[src/rtl/mnd_pkg.sv]
// shared constants and types for the mii nibble datapath
package mnd_pkg;
	localparam int NIB_W = 4;
	localparam int FIFO_DEPTH = 8;
	localparam int FIFO_AW = 3;
	localparam int CLK_MHZ = 125;
	localparam real MII_FAST_MHZ = 25.0;
	localparam real MII_SLOW_MHZ = 2.5;
	localparam int DIV_FAST = int'(CLK_MHZ / MII_FAST_MHZ);
	localparam int DIV_SLOW = int'(CLK_MHZ / MII_SLOW_MHZ);
	localparam int DIV_W = 6;
	localparam logic [DIV_W-1:0] DIV_FAST_M1 = DIV_W'(DIV_FAST - 1);
	localparam logic [DIV_W-1:0] DIV_SLOW_M1 = DIV_W'(DIV_SLOW - 1);
	localparam logic [3:0] RST_NIB = 4'h0;
	typedef enum logic [3:0] {
		RX_IDLE = 4'h1,
		RX_SSD = 4'h2,
		RX_DATA = 4'h4,
		RX_FALSE = 4'h8
	} mnd_rx_state_t;
endpackage

[src/rtl/mnd_mii_if.sv]
// mii nibble link between phy datapath and mac end
`timescale 1ns/1ps
interface mnd_mii_if;
	logic rxClkEn;
	logic [3:0] rxData;
	logic rxValid;
	logic rxErrOut;
	logic rxErrOe;
	logic txClkEn;
	logic txEnable;
	logic [3:0] txData;
	logic rxErr;
	assign rxErr = rxErrOe ? rxErrOut : 1'b0;
	modport phy (output rxClkEn, output rxData, output rxValid,
		output rxErrOut, output rxErrOe, output txClkEn,
		input txEnable, input txData);
	modport mac (input rxClkEn, input rxData, input rxValid,
		input rxErr, input txClkEn,
		output txEnable, output txData);
endinterface

[src/rtl/mnd_fifo.sv]
// synchronous fifo with valid/ready on both sides
`timescale 1ns/1ps
module mnd_fifo #(
	parameter int WIDTH = 4,
	parameter int DEPTH = 8,
	parameter int AW = 3
) (
	input wire logic mclk,
	input wire logic nrst,
	input wire logic inValid,
	output logic inReady,
	input wire logic [WIDTH-1:0] inData,
	output logic outValid,
	input wire logic outReady,
	output logic [WIDTH-1:0] outData
);
	logic [WIDTH-1:0] mem [DEPTH];
	logic [AW-1:0] wrPtr_reg;
	logic [AW-1:0] rdPtr_reg;
	logic [AW:0] count_reg;
	logic doWr;
	logic doRd;
	assign inReady = (count_reg != (AW+1)'(DEPTH));
	assign outValid = (count_reg != '0);
	assign outData = mem[rdPtr_reg];
	assign doWr = inValid && inReady;
	assign doRd = outValid && outReady;
	always_ff @(posedge mclk)
	begin
		if (doWr)
			mem[wrPtr_reg] <= inData;
		if (!nrst)
		begin
			wrPtr_reg <= '0;
			rdPtr_reg <= '0;
			count_reg <= '0;
		end
		else
		begin
			if (doWr)
				wrPtr_reg <= wrPtr_reg + 1'b1;
			if (doRd)
				rdPtr_reg <= rdPtr_reg + 1'b1;
			if (doWr && !doRd)
				count_reg <= count_reg + 1'b1;
			else if (doRd && !doWr)
				count_reg <= count_reg - 1'b1;
		end
	end
endmodule // mnd_fifo

[src/rtl/mnd_phy_end.sv]
// phy side of the mii nibble datapath
// Notes on behaviour
// rx line zero is lsb, three msb
// rx nibble changes on rx clock edges
// rx valid driven on rx clock edge
// valid rises only after start delimiter
// valid drops on end delimiter or error
// rx error unused at 10 Mb/s
// 100M error on frame error, false carrier
// rx error changes only on clock edges
// tristate control removes rx error drive
// tx line zero is lsb, three msb
// sample tx nibble each edge while enabled
// send every sampled nibble in order; the code drops a nibble sampled while the tx fifo is full
// tx enable low ends frame transmission
// rx clock 2.5 or 25 MHz by speed
// 100M rx clock from line or reference
// phy sources tx clock at speed rate
// mac takes nibbles only while valid
`timescale 1ns/1ps
module mnd_phy_end (
	input wire logic mclk,
	input wire logic nrst,
	mnd_mii_if.phy mii,
	input wire logic speed100,
	input wire logic linkUp,
	input wire logic lineStrobe,
	input wire logic [3:0] lineNibble,
	input wire logic lineSsd,
	input wire logic lineEsd,
	input wire logic lineSigErr,
	input wire logic lineCodeErr,
	input wire logic lineFalseCarrier,
	input wire logic receive_tristate_control,
	output logic [3:0] medNibble,
	output logic medValid,
	input wire logic medReady,
	output logic medFrame,
	output logic rxLineLocked
);

	typedef struct packed {
		logic [5:0] divCnt;
		mnd_pkg::mnd_rx_state_t rxState;
		logic rxClkEn;
		logic [3:0] rxData;
		logic rxValid;
		logic rxErr;
		logic rxErrOe;
		logic txClkEn;
		logic txFrame;
		logic [3:0] medNibble;
		logic medValid;
		logic medFrame;
		logic locked;
	} mnd_phy_state_t;
	mnd_phy_state_t st_reg;
	mnd_phy_state_t st_next;

	logic fifoInReady;
	logic fifoOutValid;
	logic [3:0] fifoOutData;
	logic fifoPop;
	logic txTake;
	logic divWrap;
	logic ssdSeen;
	logic falseSeen;
	logic frameStop;

	// rx error only means something at the fast rate
	function automatic logic errAtRate(
		input logic fast,
		input logic flag
	);
		return fast & flag;
	endfunction

	assign divWrap = (st_reg.divCnt == '0);
	assign ssdSeen = lineStrobe && lineSsd;
	assign falseSeen = lineStrobe && lineFalseCarrier;
	assign frameStop = lineEsd || lineSigErr;
	assign txTake = st_reg.txClkEn && mii.txEnable;
	assign fifoPop = fifoOutValid && (!st_reg.medValid || medReady);
	// depth covers bursts while the medium stalls; overflow drops a nibble
	mnd_fifo #(
		.WIDTH(mnd_pkg::NIB_W),
		.DEPTH(mnd_pkg::FIFO_DEPTH),
		.AW(mnd_pkg::FIFO_AW)
	) txFifo (
		.mclk(mclk),
		.nrst(nrst),
		.inValid(txTake),
		.inReady(fifoInReady),
		.inData(mii.txData),
		.outValid(fifoOutValid),
		.outReady(fifoPop),
		.outData(fifoOutData)
	);

	always_comb
	begin
		st_next = st_reg;
		st_next.rxClkEn = 1'b0;
		st_next.txClkEn = 1'b0;
		// one divider makes both mii enables, rate from speed
		if (divWrap)
		begin
			st_next.divCnt = speed100 ? mnd_pkg::DIV_FAST_M1
				: mnd_pkg::DIV_SLOW_M1;
			st_next.rxClkEn = 1'b1;
			st_next.txClkEn = 1'b1;
		end
		else
			st_next.divCnt = st_reg.divCnt - 1'b1;
		// rx lock: follows linkUp at 100M, set by the first line strobe at 10M and held until reset
		st_next.locked = speed100 ? linkUp : st_reg.locked | lineStrobe;
		if (st_reg.rxClkEn)
		begin
			st_next.rxErr = 1'b0;
			case (st_reg.rxState)
				mnd_pkg::RX_IDLE:
				begin
					st_next.rxValid = 1'b0;
					if (ssdSeen)
						st_next.rxState = mnd_pkg::RX_SSD;
					else if (falseSeen)
					begin
						st_next.rxState = mnd_pkg::RX_FALSE;
						st_next.rxErr = speed100;
					end
				end
				mnd_pkg::RX_SSD:
				begin
					// a signal error right after the delimiter aborts
					if (lineSigErr)
						st_next.rxState = mnd_pkg::RX_IDLE;
					else
					begin
						st_next.rxState = mnd_pkg::RX_DATA;
						st_next.rxValid = 1'b1;
						st_next.rxData = lineNibble;
						st_next.rxErr = errAtRate(speed100, lineCodeErr);
					end
				end
				mnd_pkg::RX_DATA:
				begin
					if (frameStop)
					begin
						st_next.rxState = mnd_pkg::RX_IDLE;
						st_next.rxValid = 1'b0;
						st_next.rxData = mnd_pkg::RST_NIB;
					end
					else
					begin
						st_next.rxData = lineNibble;
						st_next.rxErr = errAtRate(speed100, lineCodeErr);
					end
				end
				mnd_pkg::RX_FALSE:
				begin
					st_next.rxErr = speed100;
					if (!lineFalseCarrier)
					begin
						st_next.rxState = mnd_pkg::RX_IDLE;
						st_next.rxErr = 1'b0;
					end
				end
				default:
					st_next.rxState = mnd_pkg::RX_IDLE;
			endcase
		end
		st_next.rxErrOe = !receive_tristate_control;
		if (st_reg.txClkEn)
			st_next.txFrame = mii.txEnable;
		if (fifoPop)
		begin
			st_next.medNibble = fifoOutData;
			st_next.medValid = 1'b1;
		end
		else if (medReady)
			st_next.medValid = 1'b0;
		// frame ends once tx enable drops and the buffer drains
		st_next.medFrame = st_reg.txFrame || fifoOutValid
			|| st_next.medValid;
	end

	always_ff @(posedge mclk)
	begin
		if (!nrst)
		begin
			st_reg <= '0;
			st_reg.rxState <= mnd_pkg::RX_IDLE;
			// rx error stays released until the first clocked update
			st_reg.rxErrOe <= 1'b0;
		end
		else
			st_reg <= st_next;
	end

	assign mii.rxClkEn = st_reg.rxClkEn;
	assign mii.rxData = st_reg.rxData;
	assign mii.rxValid = st_reg.rxValid;
	assign mii.rxErrOut = st_reg.rxErr;
	assign mii.rxErrOe = st_reg.rxErrOe;
	assign mii.txClkEn = st_reg.txClkEn;
	assign medNibble = st_reg.medNibble;
	assign medValid = st_reg.medValid;
	assign medFrame = st_reg.medFrame;
	assign rxLineLocked = st_reg.locked;
	logic unusedReady;
	assign unusedReady = fifoInReady;
endmodule // mnd_phy_end

[src/flat_wrapper.sv]
// flat-port wrapper written by rule: the top's interface ports become plain ports
module mnd_phy_end_flat 
  (mclk, nrst, speed100, linkUp, lineStrobe, lineNibble, lineSsd, lineEsd, lineSigErr, lineCodeErr, lineFalseCarrier, receive_tristate_control, medNibble, medValid, medReady, medFrame, rxLineLocked, mii_rxClkEn, mii_rxData, mii_rxValid, mii_rxErrOut, mii_rxErrOe, mii_txClkEn, mii_txEnable, mii_txData);
  mnd_mii_if mii_i ();
  input wire logic mclk;
  input wire logic nrst;
  input wire logic speed100;
  input wire logic linkUp;
  input wire logic lineStrobe;
  input wire logic [3:0] lineNibble;
  input wire logic lineSsd;
  input wire logic lineEsd;
  input wire logic lineSigErr;
  input wire logic lineCodeErr;
  input wire logic lineFalseCarrier;
  input wire logic receive_tristate_control;
  output logic [3:0] medNibble;
  output logic medValid;
  input wire logic medReady;
  output logic medFrame;
  output logic rxLineLocked;
  output wire logic [$bits(mii_i.rxClkEn)-1:0] mii_rxClkEn;
  output wire logic [$bits(mii_i.rxData)-1:0] mii_rxData;
  output wire logic [$bits(mii_i.rxValid)-1:0] mii_rxValid;
  output wire logic [$bits(mii_i.rxErrOut)-1:0] mii_rxErrOut;
  output wire logic [$bits(mii_i.rxErrOe)-1:0] mii_rxErrOe;
  output wire logic [$bits(mii_i.txClkEn)-1:0] mii_txClkEn;
  input wire logic [$bits(mii_i.txEnable)-1:0] mii_txEnable;
  input wire logic [$bits(mii_i.txData)-1:0] mii_txData;
  assign mii_rxClkEn = mii_i.rxClkEn;
  assign mii_rxData = mii_i.rxData;
  assign mii_rxValid = mii_i.rxValid;
  assign mii_rxErrOut = mii_i.rxErrOut;
  assign mii_rxErrOe = mii_i.rxErrOe;
  assign mii_txClkEn = mii_i.txClkEn;
  assign mii_i.txEnable = mii_txEnable;
  assign mii_i.txData = mii_txData;
  mnd_phy_end u_core (.mclk(mclk), .nrst(nrst), .mii(mii_i), .speed100(speed100), .linkUp(linkUp), .lineStrobe(lineStrobe), .lineNibble(lineNibble), .lineSsd(lineSsd), .lineEsd(lineEsd), .lineSigErr(lineSigErr), .lineCodeErr(lineCodeErr), .lineFalseCarrier(lineFalseCarrier), .receive_tristate_control(receive_tristate_control), .medNibble(medNibble), .medValid(medValid), .medReady(medReady), .medFrame(medFrame), .rxLineLocked(rxLineLocked));
endmodule
[config.mk]
export PLATFORM = sky130hd
export DESIGN_NAME = mnd_phy_end_flat
export DESIGN_NICKNAME = d
export VERILOG_FILES = /design/src/rtl/mnd_pkg.sv /design/src/rtl/mnd_mii_if.sv /design/src/rtl/mnd_fifo.sv /design/src/rtl/mnd_phy_end.sv /design/src/flat_wrapper.sv
export SDC_FILE = /design/constraint.sdc
export NUM_CORES = 1
export LEC_CHECK = 0
export BUFFER_PORTS_ARGS = -buffer_cell sky130_fd_sc_hd__buf_2
export CAP_MARGIN = 25
export CELL_PAD_IN_SITES_DETAIL_PLACEMENT = 1
export CELL_PAD_IN_SITES_GLOBAL_PLACEMENT = 1
export CORE_MARGIN = 3
export CORE_UTILIZATION = 35
export CTS_CLUSTER_SIZE = 16
export DETAILED_ROUTE_END_ITERATION = 8
export HOLD_SLACK_MARGIN = 0.02
export PLACE_DENSITY_LB_ADDON = 0.1
export SETUP_SLACK_MARGIN = 0.2
export SYNTH_ARGS = -nofsm -noshare
export SYNTH_HDL_FRONTEND = slang
export SYNTH_HIERARCHICAL = 1
export SYNTH_SLANG_ARGS = --single-unit
[constraint.sdc]
create_clock -name mclk -period 5.9 [get_ports mclk]
set_input_delay 0.295 -clock mclk [delete_from_list [all_inputs] [get_ports mclk]]
set_output_delay 0.295 -clock mclk [all_outputs]
set_load 0.03 [all_outputs]
==> flow_metrics.tcl <==
set metrics [dict create \
    cp.required_ps 6170 \
    min_path_type "input pin to flip-flop" \
    cp.arrival_ps 3070 \
    pwr-share-clk_pct 32.0 \
    fin_cells 401 \
    fillers 936 \
    path_cells "or4_4, nand2b_1, inv_1, nand2_2, ha_1, inv_1, ha_1, a21oi_1, a211oi_1, a31oi_1, mux2i_1" \
    postCtsResizedCells 0 \
    cp_slowest_cell "or4_4" \
    clk_pin_slew_ps 80 \
    cts_sinks 71 \
    routed-via-count 2000 \
    crit_family "simple AND/OR/NAND/NOR gates" \
    p_leak_nw 1.38 \
    core_um2 8460 \
    synth_edf_count 32 \
    switchingPower_mw 0.445 \
    slew_viol_final 0 \
    cpPeakStageDelay_ps 550 \
    die_area_um2 10100 \
    die_h_um 101 \
    worst_slew_pin_slew_ps 791 \
    multiInputGateArea_um2 1230 \
    post_cts_buffers 0 \
    hpwl_mm 4.60 \
    htree_num_levels 3 \
    hold_buffers 0 \
    synth_cell_types 49 \
    relSlewSlack_pct 46.9 \
    p_sw_share_pct 30.4 \
    largest_register_ffs 32 \
    start_util_pct 37.0 \
    setup_slack_ps 3100 \
    place_ws_ps 3120 \
    cp_max_fo 6 \
    die_x_um 101 \
    fin_skew_ps 11.5 \
    path_buf_inv 2 \
    drv_cap 0 \
    wl_per_cell_um 16.0 \
    grt.total_usage_pct 13.7 \
    drive_gt1_share_pct 24.0 \
    p_int_mw 1.02 \
    crit_type "flip-flop to flip-flop" \
    async_flop_share_pct 0 \
    comb_power_share_pct 24.6 \
    root_buffer "clkbuf_8" \
    ys.flop_type "dfxtp_1" \
    final_common_cell "dfxtp_1" \
    gp_congestion 0.681 \
    endpoint_kind "flip-flop" \
    tritoncts "built" \
    yosys_warnings 6 \
    clk_path_buf_depth 2 \
    rsz0062_at_grt "false" \
    grt_max_degree 20 \
    antenna_found_initial 0 \
    dr.pass1.iters 4 \
    ios 37 \
    finalNetCount 320 \
    seq_area_um2 1740 \
    syn_avg_cell_area_um2 12.0 \
    fp-row-count 33 \
    setup_viol 0 \
    wl_mm 6.41 \
    critPathLaunchType "flip-flop" \
    period_share_pct 47.5 \
    fin_crit_ps 2800 \
    grt_pass1_vias 2092 \
    drc 0 \
    p_seq_share_pct 43.5 \
    num_antenna_cells 0 \
    area_growth_pct 13.8 \
    ir_drop_mv 0.133 \
    cts_buffers 9 \
    port_buffers 36 \
    syn_inst 261 \
    yosysSeqAreaShare_pct 55.5 \
    viasPerCell 4.99 \
    status "finished clean" \
    clock_latency_ps 340 \
    syn_area_um2 3140 \
    grt_pass1_wl_mm 10.6 \
    dp_cells 385 \
    final_cell_mix "39 x dfxtp_1, 36 x buf_2, 32 x edfxtp_1, 25 x nor2_1, 15 x a21oi_1" \
    ys_ff_latch 71 \
    grt-ovfl-total 0 \
    fin_setup_tns_ps 0 \
    drt_iter0_markers 83 \
    finalHoldViolCount 0 \
    ant_nets 0 \
    syn-num-nets 290 \
    powerDensity_nw_per_um2 411 \
    max_freq_mhz 357 \
]
synthesized netlist by cell type (all sizes together) (3+ instances only):
library cell,number,area (um^2)
dfxtp,39,781
edfxtp,32,961
nor2,25,93.8
nand2,16,78.8
a21oi,15,75.1
nand3,14,75.1
buf,13,110
and2,8,50.1
inv,8,30.0
mux4,8,180
nor3,8,40.0
xnor2,8,70.1
ha,7,87.6
mux2i,6,60.1
nor2b,6,37.5
o21ai,6,30.0
clkbuf,5,18.8
mux2,4,45.0
nand2b,4,25.0
nor3b,3,27.5
per-layer routing:
metal / up-vias / wire (um) / track usage, %
met3: 6 / 180 / 2.56
met1: 979 / 3200 / 19.1
met2: 26 / 2930 / 20.6
met4: 0 / 98 / 6.53
li1: 989 / - / -
met5: - / 0 / 0
worst paths after layout:
path         depth (start not counted)                         end  slack [ps]                  startpoint
min                                  2          u_core/mii.rxErrOe          90    receive_tristate_control
max                                 11  u_core/txFifo/count_reg[3]        3100  u_core/txFifo/count_reg[0]
min reg2reg                          2        u_core/mii.rxData[2]         450        u_core/mii.rxData[2]
max reg2reg                         11  u_core/txFifo/count_reg[3]        3100  u_core/txFifo/count_reg[0]
layout make-up:
class                   count  share of cell area [%]
multi-input cells         163                    34.5
clock buffers              11                    3.68
inverters                   9                   0.947
clock inverters             5                    3.02
repair buffers             37                    5.36
well taps                 105                    3.68
flip-flops and latches     71                    48.8
per-stage QoR:
step / hold WS, ps / cell area, um^2 / total power, mW / utilization [%]
floorplan: 362 / 3140 / 0.941 / -
global placement: 436 / 3320 / 1.01 / 39.2
detailed placement: 451 / 3330 / 1.01 / 39.3
CTS: 73.4 / 3570 / 1.49 / 42.2
global route: 89.1 / 3570 / 1.56 / 42.2
finish: 94.4 / 3570 / 1.46 / 42.2
cells by family after synthesis:
family | after synthesis | synth area share [%]
xor+xnor | 10 | 2.79
flops | 71 | 55.5
mux | 18 | 9.10
simple gates | 94 | 17.4
buf+inv | 27 | 5.19
compound gates | 33 | 6.58
fa+ha+maj | 8 | 3.43
power groups by stage:
| stage | clock network [mW] | logic (mW) | registers, mW |
|---|---|---|---|
| detailed placement | 0 | 0.362 | 0.650 |
| finish | 0.468 | 0.360 | 0.637 |
| global route | 0.508 | 0.403 | 0.647 |
| floorplan | 0 | 0.311 | 0.630 |
| global placement | 0 | 0.357 | 0.650 |
| CTS | 0.485 | 0.366 | 0.640 |
No activity file was read; power rests on OpenSTA's default activity.
